[src/ddrc_pkg.sv]
// Shared constants and types of the DDR read calibration and ECC front end
package ddrc_pkg;

	// ************************************************************
	// Bus map
	// ************************************************************
	localparam logic [31:0] REG_BASE = 32'h1000_0000;
	localparam logic [31:0] MEM_BASE = 32'h2000_0000;
	localparam logic [31:0] MAP_STD_BYTES = 32'h2000_0000;
	localparam logic [31:0] MAP_EXT_BYTES = 32'h4000_0000;
	localparam logic [3:0] OFF_CFG = 4'h0;
	localparam logic [3:0] OFF_DLY = 4'h4;
	localparam logic [3:0] OFF_STAT = 4'h8;
	localparam logic [3:0] OFF_CTRL = 4'hc;

	// ************************************************************
	// Field positions and reset values
	// ************************************************************
	localparam int CFG_LANE = 0;
	localparam int CFG_BURST = 1;
	localparam int CFG_ECC = 2;
	localparam int CFG_COR_FWD = 3;
	localparam int CFG_ERR_FWD = 4;
	localparam int CFG_EXT = 5;
	localparam int CFG_W = 6;
	localparam logic [5:0] CFG_RST = 6'h00;
	localparam int STAT_INIT_DONE = 0;
	localparam int STAT_AT_MAX = 1;
	localparam int STAT_COR = 2;
	localparam int STAT_UNCOR = 3;
	localparam int CTRL_INIT = 0;
	localparam int DLY_SLOT = 8;
	localparam int LANES = 2;

	// ************************************************************
	// Types
	// ************************************************************
	typedef enum logic [2:0] {
		ST_IDLE = 3'b001,
		ST_MEM = 3'b010,
		ST_RESP = 3'b100
	} ddrc_state_t;

endpackage : ddrc_pkg

[src/ddrc_ecc_if.sv]
// Carrier between the controller and the ECC codec
`timescale 1ns/1ps
`default_nettype none
interface ddrc_ecc_if (
	input wire logic clk,
	input wire logic rst
);
	logic [15:0] enc_data;
	logic [31:0] enc_word;
	logic [31:0] dec_word;
	logic [15:0] dec_data;
	logic dec_single;
	logic dec_double;
	modport codec(input clk, rst, enc_data, dec_word,
		output enc_word, dec_data, dec_single, dec_double);
	modport ctrl(input enc_word, dec_data, dec_single, dec_double,
		output enc_data, dec_word);
endinterface : ddrc_ecc_if
`default_nettype wire

[src/ddrc_ecc_codec.sv]
// SEC-DED codec: two data bytes, each with its check byte on the other lane
`timescale 1ns/1ps
`default_nettype none
module ddrc_ecc_codec (
	ddrc_ecc_if.codec e // Data and check words
);

	// Hamming parities {p8,p4,p2,p1} over one byte
	function automatic logic [3:0] hpar(input logic [7:0] d);
		hpar = {^d[7:4], d[1] ^ d[2] ^ d[3] ^ d[7],
			d[0] ^ d[2] ^ d[3] ^ d[5] ^ d[6], d[0] ^ d[1] ^ d[3] ^ d[4] ^ d[6]};
	endfunction : hpar

	// Syndrome to data bit; parity positions need no data fix
	function automatic logic [7:0] flip(input logic [3:0] s);
		case (s)
			4'h3: flip = 8'h01;
			4'h5: flip = 8'h02;
			4'h6: flip = 8'h04;
			4'h7: flip = 8'h08;
			4'h9: flip = 8'h10;
			4'ha: flip = 8'h20;
			4'hb: flip = 8'h40;
			4'hc: flip = 8'h80;
			default: flip = 8'h00;
		endcase
	endfunction : flip

	logic [1:0] sgl;
	logic [1:0] dbl;

	genvar g;
	generate
		for (g = 0; g < 2; g++) begin : g_byte
			logic [7:0] d;
			logic [7:0] rd;
			logic [7:0] rc;
			logic [3:0] syn;
			logic ov;
			assign d = e.enc_data[8*g +: 8];
			assign e.enc_word[16*g +: 8] = d;
			assign e.enc_word[16*g+8 +: 8] = {3'h0, ^d ^ ^hpar(d), hpar(d)};
			assign rd = e.dec_word[16*g +: 8];
			assign rc = e.dec_word[16*g+8 +: 8];
			assign syn = rc[3:0] ^ hpar(rd);
			assign ov = ^rd ^ ^rc[4:0];
			assign sgl[g] = ov;
			assign dbl[g] = ~ov & (|syn);
			assign e.dec_data[8*g +: 8] = rd ^ (ov ? flip(syn) : 8'h00);
		end
	endgenerate

	assign e.dec_single = |sgl;
	assign e.dec_double = |dbl;

	AST_ECC_CLASS: assert property (@(posedge e.clk) disable iff (e.rst)
		(e.dec_word[15:0] == {3'h0, ^e.dec_data[7:0] ^ ^hpar(e.dec_data[7:0]),
			hpar(e.dec_data[7:0]), e.dec_data[7:0]}) |-> !sgl[0] && !dbl[0])
		else $error("clean byte flagged as faulty");
	AST_ECC_LAYOUT: assert property (@(posedge e.clk) disable iff (e.rst)
		e.enc_word[7:0] == e.enc_data[7:0] && e.enc_word[23:16] == e.enc_data[15:8]
		&& e.enc_word[15:13] == 3'h0 && e.enc_word[31:29] == 3'h0)
		else $error("data and check lanes misplaced");

endmodule : ddrc_ecc_codec
`default_nettype wire

[src/ddrc_dly_bank.sv]
// Per-lane read strobe delay fields
`timescale 1ns/1ps
`default_nettype none
module ddrc_dly_bank #(
	parameter int LANES = 2,
	parameter int DLY_W = 6
) (
	input wire logic clk_i, // System clock
	input wire logic rst_i, // Synchronous reset
	input wire logic wr_i, // Write the selected fields
	input wire logic [LANES-1:0] sel_i, // Lane select
	input wire logic [8*LANES-1:0] wdata_i, // One byte slot per lane
	output logic [DLY_W*LANES-1:0] dly_o, // Delays, lane 0 lowest
	output logic at_max_o // Some lane sits at its limit
);

	logic [LANES-1:0] hit;

	genvar g;
	generate
		for (g = 0; g < LANES; g++) begin : g_lane
			// Drives the sampling point straight away, so the next read sees it
			always_ff @(posedge clk_i) begin
				if (rst_i) begin
					dly_o[DLY_W*g +: DLY_W] <= '0;
				end else if (wr_i && sel_i[g]) begin
					dly_o[DLY_W*g +: DLY_W] <= wdata_i[8*g +: DLY_W];
				end
			end
			assign hit[g] = &dly_o[DLY_W*g +: DLY_W];
		end
	endgenerate

	assign at_max_o = |hit;

endmodule : ddrc_dly_bank
`default_nettype wire

[src/ddrc_ctrl.sv]
// DDR front end: register file, read window delays, ECC path, bus memory window
//
// Design decisions made here: the address map and the Wishbone interface to the registers.
`timescale 1ns/1ps
`default_nettype none

module ddrc_ctrl #(
	parameter int DLY_W = 6
) (
	input wire logic clk_i, // 50 MHz system clock
	input wire logic rst_i, // Synchronous reset, active high
	input wire logic [31:0] adr_i, // Wishbone byte address
	input wire logic [31:0] dat_i, // Wishbone write data
	output logic [31:0] dat_o, // Wishbone read data
	input wire logic [3:0] sel_i, // Wishbone byte selects
	input wire logic we_i, // Wishbone write
	input wire logic cyc_i, // Wishbone cycle
	input wire logic stb_i, // Wishbone strobe
	output logic ack_o, // Wishbone acknowledge
	output logic err_o, // Wishbone error
	output logic mem_init_o, // Start memory initialization
	input wire logic mem_init_done_i, // Memory sequencer finished
	output logic mem_req_o, // Memory request, held until acknowledged
	output logic mem_we_o, // Memory write
	output logic [27:0] mem_addr_o, // Memory word address
	output logic [3:0] mem_be_o, // Memory byte enables
	output logic [31:0] mem_wdata_o, // Memory write word
	input wire logic [31:0] mem_rdata_i, // Memory read word
	input wire logic mem_ack_i, // Memory transfer done, one-cycle pulse
	output logic [DLY_W-1:0] dly_lane0_o, // Lane 0 read strobe delay
	output logic [DLY_W-1:0] dly_lane1_o, // Lane 1 read strobe delay
	output logic lane_count_sel_o // 0 one lane, 1 two lanes
);

	// ************************************************************
	// Declarations
	// ************************************************************
	ddrc_pkg::ddrc_state_t state;
	logic [ddrc_pkg::CFG_W-1:0] cfg;
	logic init_request;
	logic init_done;
	logic cor_stk;
	logic uncor_stk;
	logic ecc_acc;
	logic half;
	logic [15:0] wdata_hi;
	logic [15:0] rd_lo;
	logic cor_t;
	logic uncor_t;
	logic at_max;
	logic [2*DLY_W-1:0] dly;
	logic req_new;
	logic in_reg;
	logic reg_ok;
	logic in_mem;
	logic [31:0] mem_off;
	logic [31:0] win_lim;
	logic [31:0] reg_rd;
	logic [31:0] dly_word;
	logic dly_wr;
	logic cor_now;
	logic uncor_now;
	logic fwd_now;

	ddrc_ecc_if ecc (.clk(clk_i), .rst(rst_i));

	ddrc_ecc_codec u_codec (
		.e(ecc.codec)
	);

	ddrc_dly_bank #(.LANES(ddrc_pkg::LANES), .DLY_W(DLY_W)) u_dly (
		.clk_i(clk_i),
		.rst_i(rst_i),
		.wr_i(dly_wr),
		.sel_i(sel_i[1:0]),
		.wdata_i(dat_i[15:0]),
		.dly_o(dly),
		.at_max_o(at_max)
	);

	function automatic logic is_off(input logic [31:0] a, input logic [3:0] off);
		is_off = (a[31:4] == ddrc_pkg::REG_BASE[31:4]) && (a[3:0] == off);
	endfunction : is_off

	// ************************************************************
	// Address decode
	// ************************************************************
	assign req_new = cyc_i && stb_i && !ack_o && !err_o && (state == ddrc_pkg::ST_IDLE);
	assign in_reg = adr_i[31:4] == ddrc_pkg::REG_BASE[31:4];
	assign reg_ok = is_off(adr_i, ddrc_pkg::OFF_CFG) || is_off(adr_i, ddrc_pkg::OFF_DLY)
		|| is_off(adr_i, ddrc_pkg::OFF_STAT) || is_off(adr_i, ddrc_pkg::OFF_CTRL);
	assign mem_off = adr_i - ddrc_pkg::MEM_BASE;
	// Extended map doubles the window; ECC halves what software sees
	assign win_lim = cfg[ddrc_pkg::CFG_ECC]
		? ((cfg[ddrc_pkg::CFG_EXT] ? ddrc_pkg::MAP_EXT_BYTES : ddrc_pkg::MAP_STD_BYTES) >> 1)
		: (cfg[ddrc_pkg::CFG_EXT] ? ddrc_pkg::MAP_EXT_BYTES : ddrc_pkg::MAP_STD_BYTES);
	assign in_mem = (adr_i >= ddrc_pkg::MEM_BASE) && (mem_off < win_lim);
	assign dly_wr = req_new && we_i && is_off(adr_i, ddrc_pkg::OFF_DLY);

	always_comb begin
		dly_word = 32'h0000_0000;
		dly_word[DLY_W-1:0] = dly[DLY_W-1:0];
		dly_word[ddrc_pkg::DLY_SLOT +: DLY_W] = dly[DLY_W +: DLY_W];
	end

	always_comb begin
		reg_rd = 32'h0000_0000;
		case (adr_i[3:0])
			ddrc_pkg::OFF_CFG: reg_rd[ddrc_pkg::CFG_W-1:0] = cfg;
			ddrc_pkg::OFF_DLY: reg_rd = dly_word;
			ddrc_pkg::OFF_STAT: reg_rd[3:0] = {uncor_stk, cor_stk, at_max, init_done};
			ddrc_pkg::OFF_CTRL: reg_rd[ddrc_pkg::CTRL_INIT] = init_request;
			default: reg_rd = 32'h0000_0000;
		endcase
	end

	// ************************************************************
	// ECC path
	// ************************************************************
	// Only the upper half is ever re-issued from ST_MEM
	assign ecc.enc_data = (state == ddrc_pkg::ST_IDLE) ? dat_i[15:0] : wdata_hi;
	assign ecc.dec_word = mem_rdata_i;
	assign cor_now = ecc_acc && !mem_we_o && ecc.dec_single;
	assign uncor_now = ecc_acc && !mem_we_o && ecc.dec_double;
	assign fwd_now = ((uncor_t || uncor_now) && cfg[ddrc_pkg::CFG_ERR_FWD])
		|| ((cor_t || cor_now) && cfg[ddrc_pkg::CFG_COR_FWD]);

	// ************************************************************
	// Configuration, control and status
	// ************************************************************
	always_ff @(posedge clk_i) begin
		if (rst_i) begin
			cfg <= ddrc_pkg::CFG_RST;
		end else if (req_new && we_i && sel_i[0] && is_off(adr_i, ddrc_pkg::OFF_CFG)) begin
			cfg <= dat_i[ddrc_pkg::CFG_W-1:0];
		end
	end

	always_ff @(posedge clk_i) begin
		if (rst_i) begin
			init_request <= 1'b0;
			init_done <= 1'b0;
		end else if (init_request && mem_init_done_i) begin
			init_request <= 1'b0;
			init_done <= 1'b1;
		end else if (req_new && we_i && sel_i[0] && is_off(adr_i, ddrc_pkg::OFF_CTRL)
			&& dat_i[ddrc_pkg::CTRL_INIT]) begin
			init_request <= 1'b1;
		end
	end

	// Sticky error flags; write one to clear, a fresh event wins
	always_ff @(posedge clk_i) begin
		if (rst_i) begin
			cor_stk <= 1'b0;
			uncor_stk <= 1'b0;
		end else begin
			cor_stk <= (cor_stk && !(req_new && we_i && sel_i[0]
				&& is_off(adr_i, ddrc_pkg::OFF_STAT) && dat_i[ddrc_pkg::STAT_COR]))
				|| (state == ddrc_pkg::ST_MEM && mem_ack_i && cor_now);
			uncor_stk <= (uncor_stk && !(req_new && we_i && sel_i[0]
				&& is_off(adr_i, ddrc_pkg::OFF_STAT) && dat_i[ddrc_pkg::STAT_UNCOR]))
				|| (state == ddrc_pkg::ST_MEM && mem_ack_i && uncor_now);
		end
	end

	assign dly_lane0_o = dly[DLY_W-1:0];
	assign dly_lane1_o = dly[DLY_W +: DLY_W];
	assign mem_init_o = init_request;
	assign lane_count_sel_o = cfg[ddrc_pkg::CFG_LANE];

	// ************************************************************
	// Bus and memory sequencer
	// ************************************************************
	always_ff @(posedge clk_i) begin
		if (rst_i) begin
			state <= ddrc_pkg::ST_IDLE;
			ack_o <= 1'b0;
			err_o <= 1'b0;
			dat_o <= 32'h0000_0000;
			mem_req_o <= 1'b0;
			mem_we_o <= 1'b0;
			mem_addr_o <= 28'h000_0000;
			mem_be_o <= 4'h0;
			mem_wdata_o <= 32'h0000_0000;
			ecc_acc <= 1'b0;
			half <= 1'b0;
			wdata_hi <= 16'h0000;
			rd_lo <= 16'h0000;
			cor_t <= 1'b0;
			uncor_t <= 1'b0;
		end else begin
			ack_o <= 1'b0;
			err_o <= 1'b0;
			case (state)
				ddrc_pkg::ST_IDLE: begin
					if (req_new && in_reg) begin
						ack_o <= reg_ok;
						err_o <= !reg_ok;
						dat_o <= reg_rd;
					end else if (req_new && in_mem && init_done) begin
						state <= ddrc_pkg::ST_MEM;
						mem_req_o <= 1'b1;
						mem_we_o <= we_i;
						ecc_acc <= cfg[ddrc_pkg::CFG_ECC];
						half <= 1'b0;
						wdata_hi <= dat_i[31:16];
						cor_t <= 1'b0;
						uncor_t <= 1'b0;
						if (cfg[ddrc_pkg::CFG_ECC]) begin
							mem_addr_o <= {mem_off[28:2], 1'b0};
							mem_wdata_o <= ecc.enc_word;
							mem_be_o <= {sel_i[1], sel_i[1], sel_i[0], sel_i[0]};
						end else begin
							mem_addr_o <= mem_off[29:2];
							mem_wdata_o <= dat_i;
							mem_be_o <= sel_i;
						end
					end else if (req_new) begin
						err_o <= 1'b1;
					end
				end
				ddrc_pkg::ST_MEM: begin
					if (mem_ack_i && ecc_acc && !half) begin
						// Second memory word carries the upper two data bytes
						half <= 1'b1;
						mem_addr_o <= mem_addr_o + 28'h000_0001;
						mem_wdata_o <= ecc.enc_word;
						mem_be_o <= {sel_i[3], sel_i[3], sel_i[2], sel_i[2]};
						rd_lo <= ecc.dec_data;
						cor_t <= cor_now;
						uncor_t <= uncor_now;
					end else if (mem_ack_i) begin
						mem_req_o <= 1'b0;
						state <= ddrc_pkg::ST_RESP;
						dat_o <= ecc_acc ? {ecc.dec_data, rd_lo} : mem_rdata_i;
						err_o <= fwd_now;
						ack_o <= !fwd_now;
					end
				end
				ddrc_pkg::ST_RESP: begin
					state <= ddrc_pkg::ST_IDLE;
				end
				default: begin
					state <= ddrc_pkg::ST_IDLE;
				end
			endcase
		end
	end

	// ************************************************************
	// Checks
	// ************************************************************
	AST_NO_MEM_BEFORE_INIT: assert property (@(posedge clk_i) disable iff (rst_i)
		req_new && !in_reg && !init_done |=> err_o && !ack_o ##1 !mem_req_o)
		else $error("memory reached before init done");
	AST_ECC_HALF_WINDOW: assert property (@(posedge clk_i) disable iff (rst_i)
		req_new && init_done && cfg[ddrc_pkg::CFG_ECC] && !cfg[ddrc_pkg::CFG_EXT]
		&& adr_i == 32'h2000_0000 + 32'h1000_0000 |=> err_o && !mem_req_o)
		else $error("upper half visible with ECC");
	// Either half of the word may carry the fault, so the first half's flag counts too
	AST_UNCOR_FORWARD: assert property (@(posedge clk_i) disable iff (rst_i)
		state == ddrc_pkg::ST_MEM && mem_ack_i && ecc_acc && half && !mem_we_o
		&& (ecc.dec_double || uncor_t) && cfg[ddrc_pkg::CFG_ERR_FWD]
		|=> err_o && !ack_o && uncor_stk)
		else $error("uncorrectable error not forwarded");
	AST_EXT_MAP: assert property (@(posedge clk_i) disable iff (rst_i)
		req_new && init_done && cfg[ddrc_pkg::CFG_EXT] && !cfg[ddrc_pkg::CFG_ECC]
		&& adr_i == 32'h4000_0000 |=> mem_req_o && mem_addr_o == 28'h800_0000)
		else $error("extended map not reached");
	AST_INIT_HANDSHAKE: assert property (@(posedge clk_i) disable iff (rst_i)
		$rose(init_done) |-> $fell(init_request) && mem_init_o == 1'b0)
		else $error("init done without request clearing");
	AST_DLY_NEXT_READ: assert property (@(posedge clk_i) disable iff (rst_i)
		dly_wr && sel_i[0] |=> dly_lane0_o == $past(dat_i[DLY_W-1:0]))
		else $error("delay write not applied");
	AST_COR_FORWARD: assert property (@(posedge clk_i) disable iff (rst_i)
		state == ddrc_pkg::ST_MEM && mem_ack_i && ecc_acc && half && !mem_we_o
		&& (ecc.dec_single || cor_t) && cfg[ddrc_pkg::CFG_COR_FWD]
		|=> err_o && !ack_o && cor_stk)
		else $error("corrected error not forwarded");
	AST_ECC_LANES: assert property (@(posedge clk_i) disable iff (rst_i)
		req_new && in_mem && init_done && we_i && cfg[ddrc_pkg::CFG_ECC]
		|=> mem_req_o && mem_wdata_o[7:0] == $past(dat_i[7:0])
		&& mem_wdata_o[23:16] == $past(dat_i[15:8]))
		else $error("data byte written off its lane");

endmodule : ddrc_ctrl
`default_nettype wire

[config.mk]
export PLATFORM = sky130hd
export DESIGN_NAME = ddrc_ctrl
export DESIGN_NICKNAME = d
export VERILOG_FILES = /design/src/ddrc_pkg.sv /design/src/ddrc_ecc_if.sv /design/src/ddrc_ecc_codec.sv /design/src/ddrc_dly_bank.sv /design/src/ddrc_ctrl.sv
export SDC_FILE = /design/constraint.sdc
export NUM_CORES = 1
export LEC_CHECK = 0
export BUFFER_PORTS_ARGS = -buffer_cell sky130_fd_sc_hd__clkbuf_2
export CORE_ASPECT_RATIO = 1.4
export CORE_MARGIN = 10
export CORE_UTILIZATION = 30
export CTS_CLUSTER_SIZE = 8
export DETAILED_ROUTE_END_ITERATION = 6
export SETUP_SLACK_MARGIN = 0.2
export SLEW_MARGIN = 15
export SYNTH_ARGS = -nofsm -noshare
export SYNTH_HDL_FRONTEND = slang
export SYNTH_SLANG_ARGS = --single-unit
[constraint.sdc]
create_clock -name clk_i -period 2.8 [get_ports clk_i]
set_clock_uncertainty 0.1 [all_clocks]
set_input_delay 0.42 -clock clk_i [delete_from_list [all_inputs] [get_ports clk_i]]
set_output_delay 0.42 -clock clk_i [all_outputs]
set_load 0.01 [all_outputs]
Word level (Yosys, flattened, before mapping)
Memory sizes are Yosys's and may differ from the RTL's.
Cells that the tools add are included.

operators by class
  add/subtract/negate cells = 2
  multipliers = 0
  divide/modulo/power cells = 0
  order comparisons = 2
  equality and inequality tests = 12
  shifts and indexed selects = 0
  multiplexer cells = 57
  bitwise gates (word level) = 57
  reductions and logical operators = 80

operators by type and width
  operator                                                                  count
  32-bit 2-to-1 mux                                                         8
  32-bit one-hot mux with 2 select lines                                    2
  28-bit 2-to-1 mux                                                         4
  31-bit 2-to-1 mux                                                         2
  28-bit one-hot mux with 2 select lines                                    1
  1-bit bitwise XOR                                                         48
  1-bit logical AND                                                         36
  32-bit by 30-bit >= comparator with 1-bit output (second input constant)  1
  32-bit by 31-bit less-than comparator with 1-bit output                   1
  8-bit parity                                                              4
  32-bit by 30-bit subtractor with 32-bit output (second input constant)    1
  28-bit by 1-bit adder with 28-bit output (second input constant)          1
  28-bit by 25-bit equality test with 1-bit output (second input constant)  1
  8-bit 2-to-1 mux                                                          3
  4-bit parity                                                              6
  1-bit 2-to-1 mux                                                          17
  16-bit 2-to-1 mux                                                         1
  4-bit 2-to-1 mux                                                          4
  8-bit bitwise XOR                                                         2
  3-bit 2-to-1 mux                                                          4
  1-bit one-hot mux with 2 select lines                                     6
  4-bit AND reduction                                                       3
  6-bit AND reduction                                                       2
  5-bit parity                                                              2
  23 further kinds                                                          50

word-level totals
  register bits after elaboration = 161
  bits in latches = 0
  memory bits (writable) = 0
  bits in read-only memories = 256
  logic and storage cells = 234
  memories kept = 2

memories
  memory           depth  width  rd ports  clocked after memory_dff  wr ports  line                  source
  (no name shown)  16     8      1         0                         0         ddrc_ecc_codec.sv:16  case (s)
  (no name shown)  16     8      1         0                         0         ddrc_ecc_codec.sv:16

Longest topological paths before layout
  word-level depth = 16
  depth in mapped cells = 13
  mapped depth without buffers = 10

Cells and area by module
Synthesis repeated with hierarchy kept, for this count alone.

second synthesis, totals
  cells, all modules = 1224
  area, all modules = 9872.0 µm²

by module, submodules not included
  module          times used  cells each  area an instance (µm²)  seq. area each (µm²)
  ddrc_ctrl       1           1018        8031.5                  2982.9
  ddrc_ecc_codec  1           148         1285.0                  0.0
  ddrc_dly_bank   1           58          555.5                   240.2

Least setup slack after synthesis
No wires, ideal clock.

  kind = register to register
  start = register cfg[2] (netlist name)
  end = register mem_wdata_o[16]
  setup time = 70 ps
  data arrival time = 2567 ps
  data required time = 2630 ps
  setup slack = 63 ps
  cell stages (with the launch flop) = 13
  path buffers = 3
  clock period less this slack = 2737 ps
  path through = dfxtp_1 -> clkbuf_1 -> inv_1 -> ha_1 -> inv_1 -> ha_1 -> a21oi_1 -> o2111ai_1 -> a21oi_1 -> clkbuf_1 -> clkbuf_1 -> o211ai_1 -> a21oi_1

on the way
  cells in the longest elaborated chain, start to end = 7
  elaborated cells on any way between the ends = 11

RTL lines
  item                                                        line              source
  start: declaration                                          ddrc_ctrl.sv:39   logic [ddrc_pkg::CFG_W-1:0] cfg;
  start signal: assignment                                    ddrc_ctrl.sv:133  cfg <= ddrc_pkg::CFG_RST;
  start signal: assignment                                    ddrc_ctrl.sv:135  cfg <= dat_i[ddrc_pkg::CFG_W-1:0];
  31-bit 2-to-1 mux                                           ddrc_ctrl.sv:95   ? ((cfg[ddrc_pkg::CFG_EXT] ? ddrc_pkg::MAP_EXT_BYTES : ddrc_pkg::MAP_STD_BYTES) >> 1)
  32-bit by 31-bit less-than comparator with 1-bit output     ddrc_ctrl.sv:97   assign in_mem = (adr_i >= ddrc_pkg::MEM_BASE) && (mem_off < win_lim);
  1-bit logical AND                                           ddrc_ctrl.sv:97
  1-bit logical AND (2 in series)                             ddrc_ctrl.sv:201  end else if (req_new && in_mem && init_done) begin
  2-bit by 1-bit inequality test with 1-bit output (no line)  n/a
  4-bit AND reduction (no line)                               n/a
  end signal: assignment                                      ddrc_ctrl.sv:212  mem_wdata_o <= ecc.enc_word;
  end signal: assignment                                      ddrc_ctrl.sv:216  mem_wdata_o <= dat_i;
  end signal: assignment                                      ddrc_ctrl.sv:228  mem_wdata_o <= ecc.enc_word;
  end: declaration                                            ddrc_ctrl.sv:27   output logic [31:0] mem_wdata_o,

Parallel ways exist; a longest one is shown, timed or not. The select of a mux whose other input is x is not followed.
A chain may end at the register's enable or synchronous reset.

Worst setup path after layout
  start = register cfg[2] (netlist name)
  end = register mem_addr_o[16]

on the way
  cells in the longest elaborated chain, start to end = 7
  elaborated cells on any way between the ends = 11

RTL lines
  item                                                        line              source
  31-bit 2-to-1 mux                                           ddrc_ctrl.sv:95
  32-bit by 31-bit less-than comparator with 1-bit output     ddrc_ctrl.sv:97
  1-bit logical AND                                           ddrc_ctrl.sv:97
  1-bit logical AND (2 in series)                             ddrc_ctrl.sv:201
  2-bit by 1-bit inequality test with 1-bit output (no line)  n/a
  4-bit AND reduction (no line)                               n/a
  end signal: assignment                                      ddrc_ctrl.sv:211  mem_addr_o <= {mem_off[28:2], 1'b0};
  end signal: assignment                                      ddrc_ctrl.sv:215  mem_addr_o <= mem_off[29:2];
  end signal: assignment                                      ddrc_ctrl.sv:227  mem_addr_o <= mem_addr_o + 28'h000_0001;
  end: declaration                                            ddrc_ctrl.sv:25   output logic [27:0] mem_addr_o,

Parallel ways exist; a longest one is shown, timed or not. The select of a mux whose other input is x is not followed.

==> summary.txt <==
Synth area leader: dfxtp_1
grt total ovfl: 0
Num CTS Buffers: 17
largest net degree at the start of global routing: 52
Post-DRT Antenna Nets: 0
Commonest cells post-synth: 161 x dfxtp_1, 120 x nand2_1, 115 x nor2_1, 90 x a21oi_1, 85 x mux2i_1
clock latency on the worst-skew pair: 0.43 ns
vias in the first global route: 8,917
number of synthesized register bits: 161
synthesized area: 9204 sq um
H-tree depth: 4
distinct cell type count after synthesis: 67
Peak VDD IR: 398.3 uV
max frequency: 0.4006 GHz
Hold Vio Cnt, Final: 0
area delta synth->final: 28.05%
starting density of the core: 30.55%
Worst setup EP type: register
Synth area leaders: dfxtp_1 35%, mux2i_1 9.2%, a21oi_1 4.9%, nand2_1 4.9%, nor2_1 4.7%
unrepaired setup endpoints after global routing: false
final setup margin: 0.3035 ns
Core Region: 30,120 sq um
DRC viols: 0
worst slew pin tran: 0.9284 ns
Vias: 9,077
Static Leak: 0.004963 uW
port buffer count: 220
Layout Cells excl Fill: 1,715
number of flops mapped to enable cells by yosys: 0
die span in y: 227.2 microns
wirelength, routed: 34.16 mm
crit path time final: 2.496 ns
CP peak stage delay: 0.34 ns
Synth Flop Type: dfxtp_1
Clock transition at path regs: 0.07 ns
Pre-antenna DRT Iters: 5
critical path class: reg -> reg
max-slew violations: 0
initial antenna violation count: 3
root buffer cell: clkbuf_16
FFs w/ async S/R, synth: 0%
vias per cell: 5.293
Synthesis Warnings: 0
most frequent cell after synthesis: dfxtp_1
CP Data Required Time: 3.05 ns
TritonCTS clock tree: done
CP Cell Sequence: inv_2 > ha_1 > inv_1 > ha_1 > a21oi_4 > o2111ai_4 > a21oi_4 > buf_12 > buf_4 > a21oi_1 > a211oi_1
Hold Crit Class: in -> reg
CTS Hold Bufs: 0
Inst Count DP: 1,675
fin crit share: 89.16%
full die area: 38,190 sq um
Synth Area per Inst: 8.413 sq um
setup TNS: 0 ns
Longest Clk Path Bufs: 2
Final Net Count: 1,429
status: completed
post-DP HPWL: 26.26 mm
clk sinks: 161
first-pass GRT wire length: 50.84 mm
cells after synthesis: 1,094
die width: 168.0 microns
GP Congestion: 0.8993
drt initial violations: 727
post-synthesis sequential area ratio: 35.02%
Slew Limit Headroom: 37.23%
WL per Instance: 19.92 microns
CP max FO: 8
IO Pins: 221
top cell type's share of synthesized area: 35.02%
MaxCap Viol Count: 0
Rows: 75
Place WS: 0.06223 ns
crit path DAT: 2.74 ns
Cell Pwr Density: 484.9 nW/um^2
Fillers: 3,100
final setup fails: 0
share of layout cells above drive strength 1: 27.46%
Mapped Nets: 1,207
slowest stage cell on the critical path: dfxtp_2
GRT Resource Usage Total: 16.76%
crit start category: register
registers in the layout, summed over array words and instances (netlist names), 3 cells and up:
register	cells
rd_lo	16
state	3
mem_be_o	4
u_dly.dly_o	12
wdata_hi	16
dat_o	32
mem_wdata_o	32
mem_addr_o	28
cfg	6
critical path: cells and delay by family (launching register included):
family | cells | cell delay (ns)
AOI/OAI and AO/OA | 5 | 0.95
adders and majority gates | 2 | 0.59
buffers and inverters | 4 | 0.44
DFF | 1 | 0.34
layout by cell type (no fill, tap or decap), types with 8 or more instances in the layout:
cell type / n
a211oi_1: 33
a21o_1: 15
a21oi_1: 88
a22oi_1: 13
a311oi_1: 8
a31oi_1: 13
and3_1: 8
buf_4: 47
clkbuf_16: 19
clkbuf_2: 219
dfxtp_1: 160
inv_1: 14
mux2_2: 18
mux2i_1: 84
nand2_1: 120
nand2b_1: 10
nand3_1: 36
nor2_1: 113
nor3_1: 21
nor4_1: 9
o211ai_1: 16
o21ai_0: 47
o21ai_1: 9
xnor2_1: 39
xnor2_2: 9
xor2_1: 22
report_power, final:
part / leakage, uW / switching, uW / internal [uW]
clock network: 0.000302 / 1100 / 1440
registers: 0.00130 / 0.149 / 2290
logic: 0.00336 / 502 / 389
total: 0.00496 / 1600 / 4120
what timing repair did:
action,in CTS,in global routing
gates resized for setup,1,13
setup endpoints to repair,2,62
buffers inserted,0,5
cloned,0,2
pin swaps,0,4
routing by layer:
layer	share of wire (%)	GRT usage [%]	vias up
li1	-	-	4393
met1	38	18.40	4309
met2	51	30.13	316
met3	7.2	4.850	55
met4	2.9	5.796	4
met5	0.044	0	-
cell families (layout without fill, tap and decap cells):
kind of cell	Yosys count	in the layout	share of synthesized area, %
compound gates	285	285	19.90
xor+xnor	84	84	10.67
other cells	0	1	0
simple gates	363	363	18.12
buf+inv	91	326	3.779
fa+ha+maj	6	6	0.8156
mux	104	104	11.69
flops	161	161	35.02
worst paths after layout:
check / end / from / slack (ns) / cells past startpoint
min: mem_wdata_o[30]$_SDFFE_PP0P_ / dat_i[30] / 0.15 / 3
max: mem_addr_o[16]$_SDFFE_PP0P_ / cfg[2]$_SDFFE_PP0P_ / 0.30 / 11
min reg2reg: dat_o[23]$_SDFFE_PP0P_ / dat_o[23]$_SDFFE_PP0P_ / 0.35 / 2
max reg2reg: mem_addr_o[16]$_SDFFE_PP0P_ / cfg[2]$_SDFFE_PP0P_ / 0.30 / 11
per-stage QoR:
step / area (sq um) / utilization (%) / hold slack (ns) / total power, uW
2_1_floorplan: 9211 / - / 0.3461 / 2892
3_3_place_gp: 11000 / 36.52 / 0.3355 / 3200
3_5_place_dp: 11000 / 36.52 / 0.3397 / 3205
4_1_cts: 11620 / 38.58 / 0.1312 / 5737
5_1_grt: 11780 / 39.12 / 0.1411 / 5909
6_report: 11790 / 39.12 / 0.1466 / 5715
cell type report:
type | instances | area [sq um] | area share [%]
multi-input cells | 842 | 5732 | 48.64
flip-flops and latches | 161 | 3224 | 27.36
repair buffers | 278 | 1664 | 14.12
well taps | 385 | 481.7 | 4.087
clock buffers | 18 | 429.2 | 3.642
clock inverters | 14 | 188.9 | 1.603
inverters | 16 | 62.56 | 0.5308
diodes | 1 | 2.502 | 0.02123
Power figures use the tool's default switching activity.
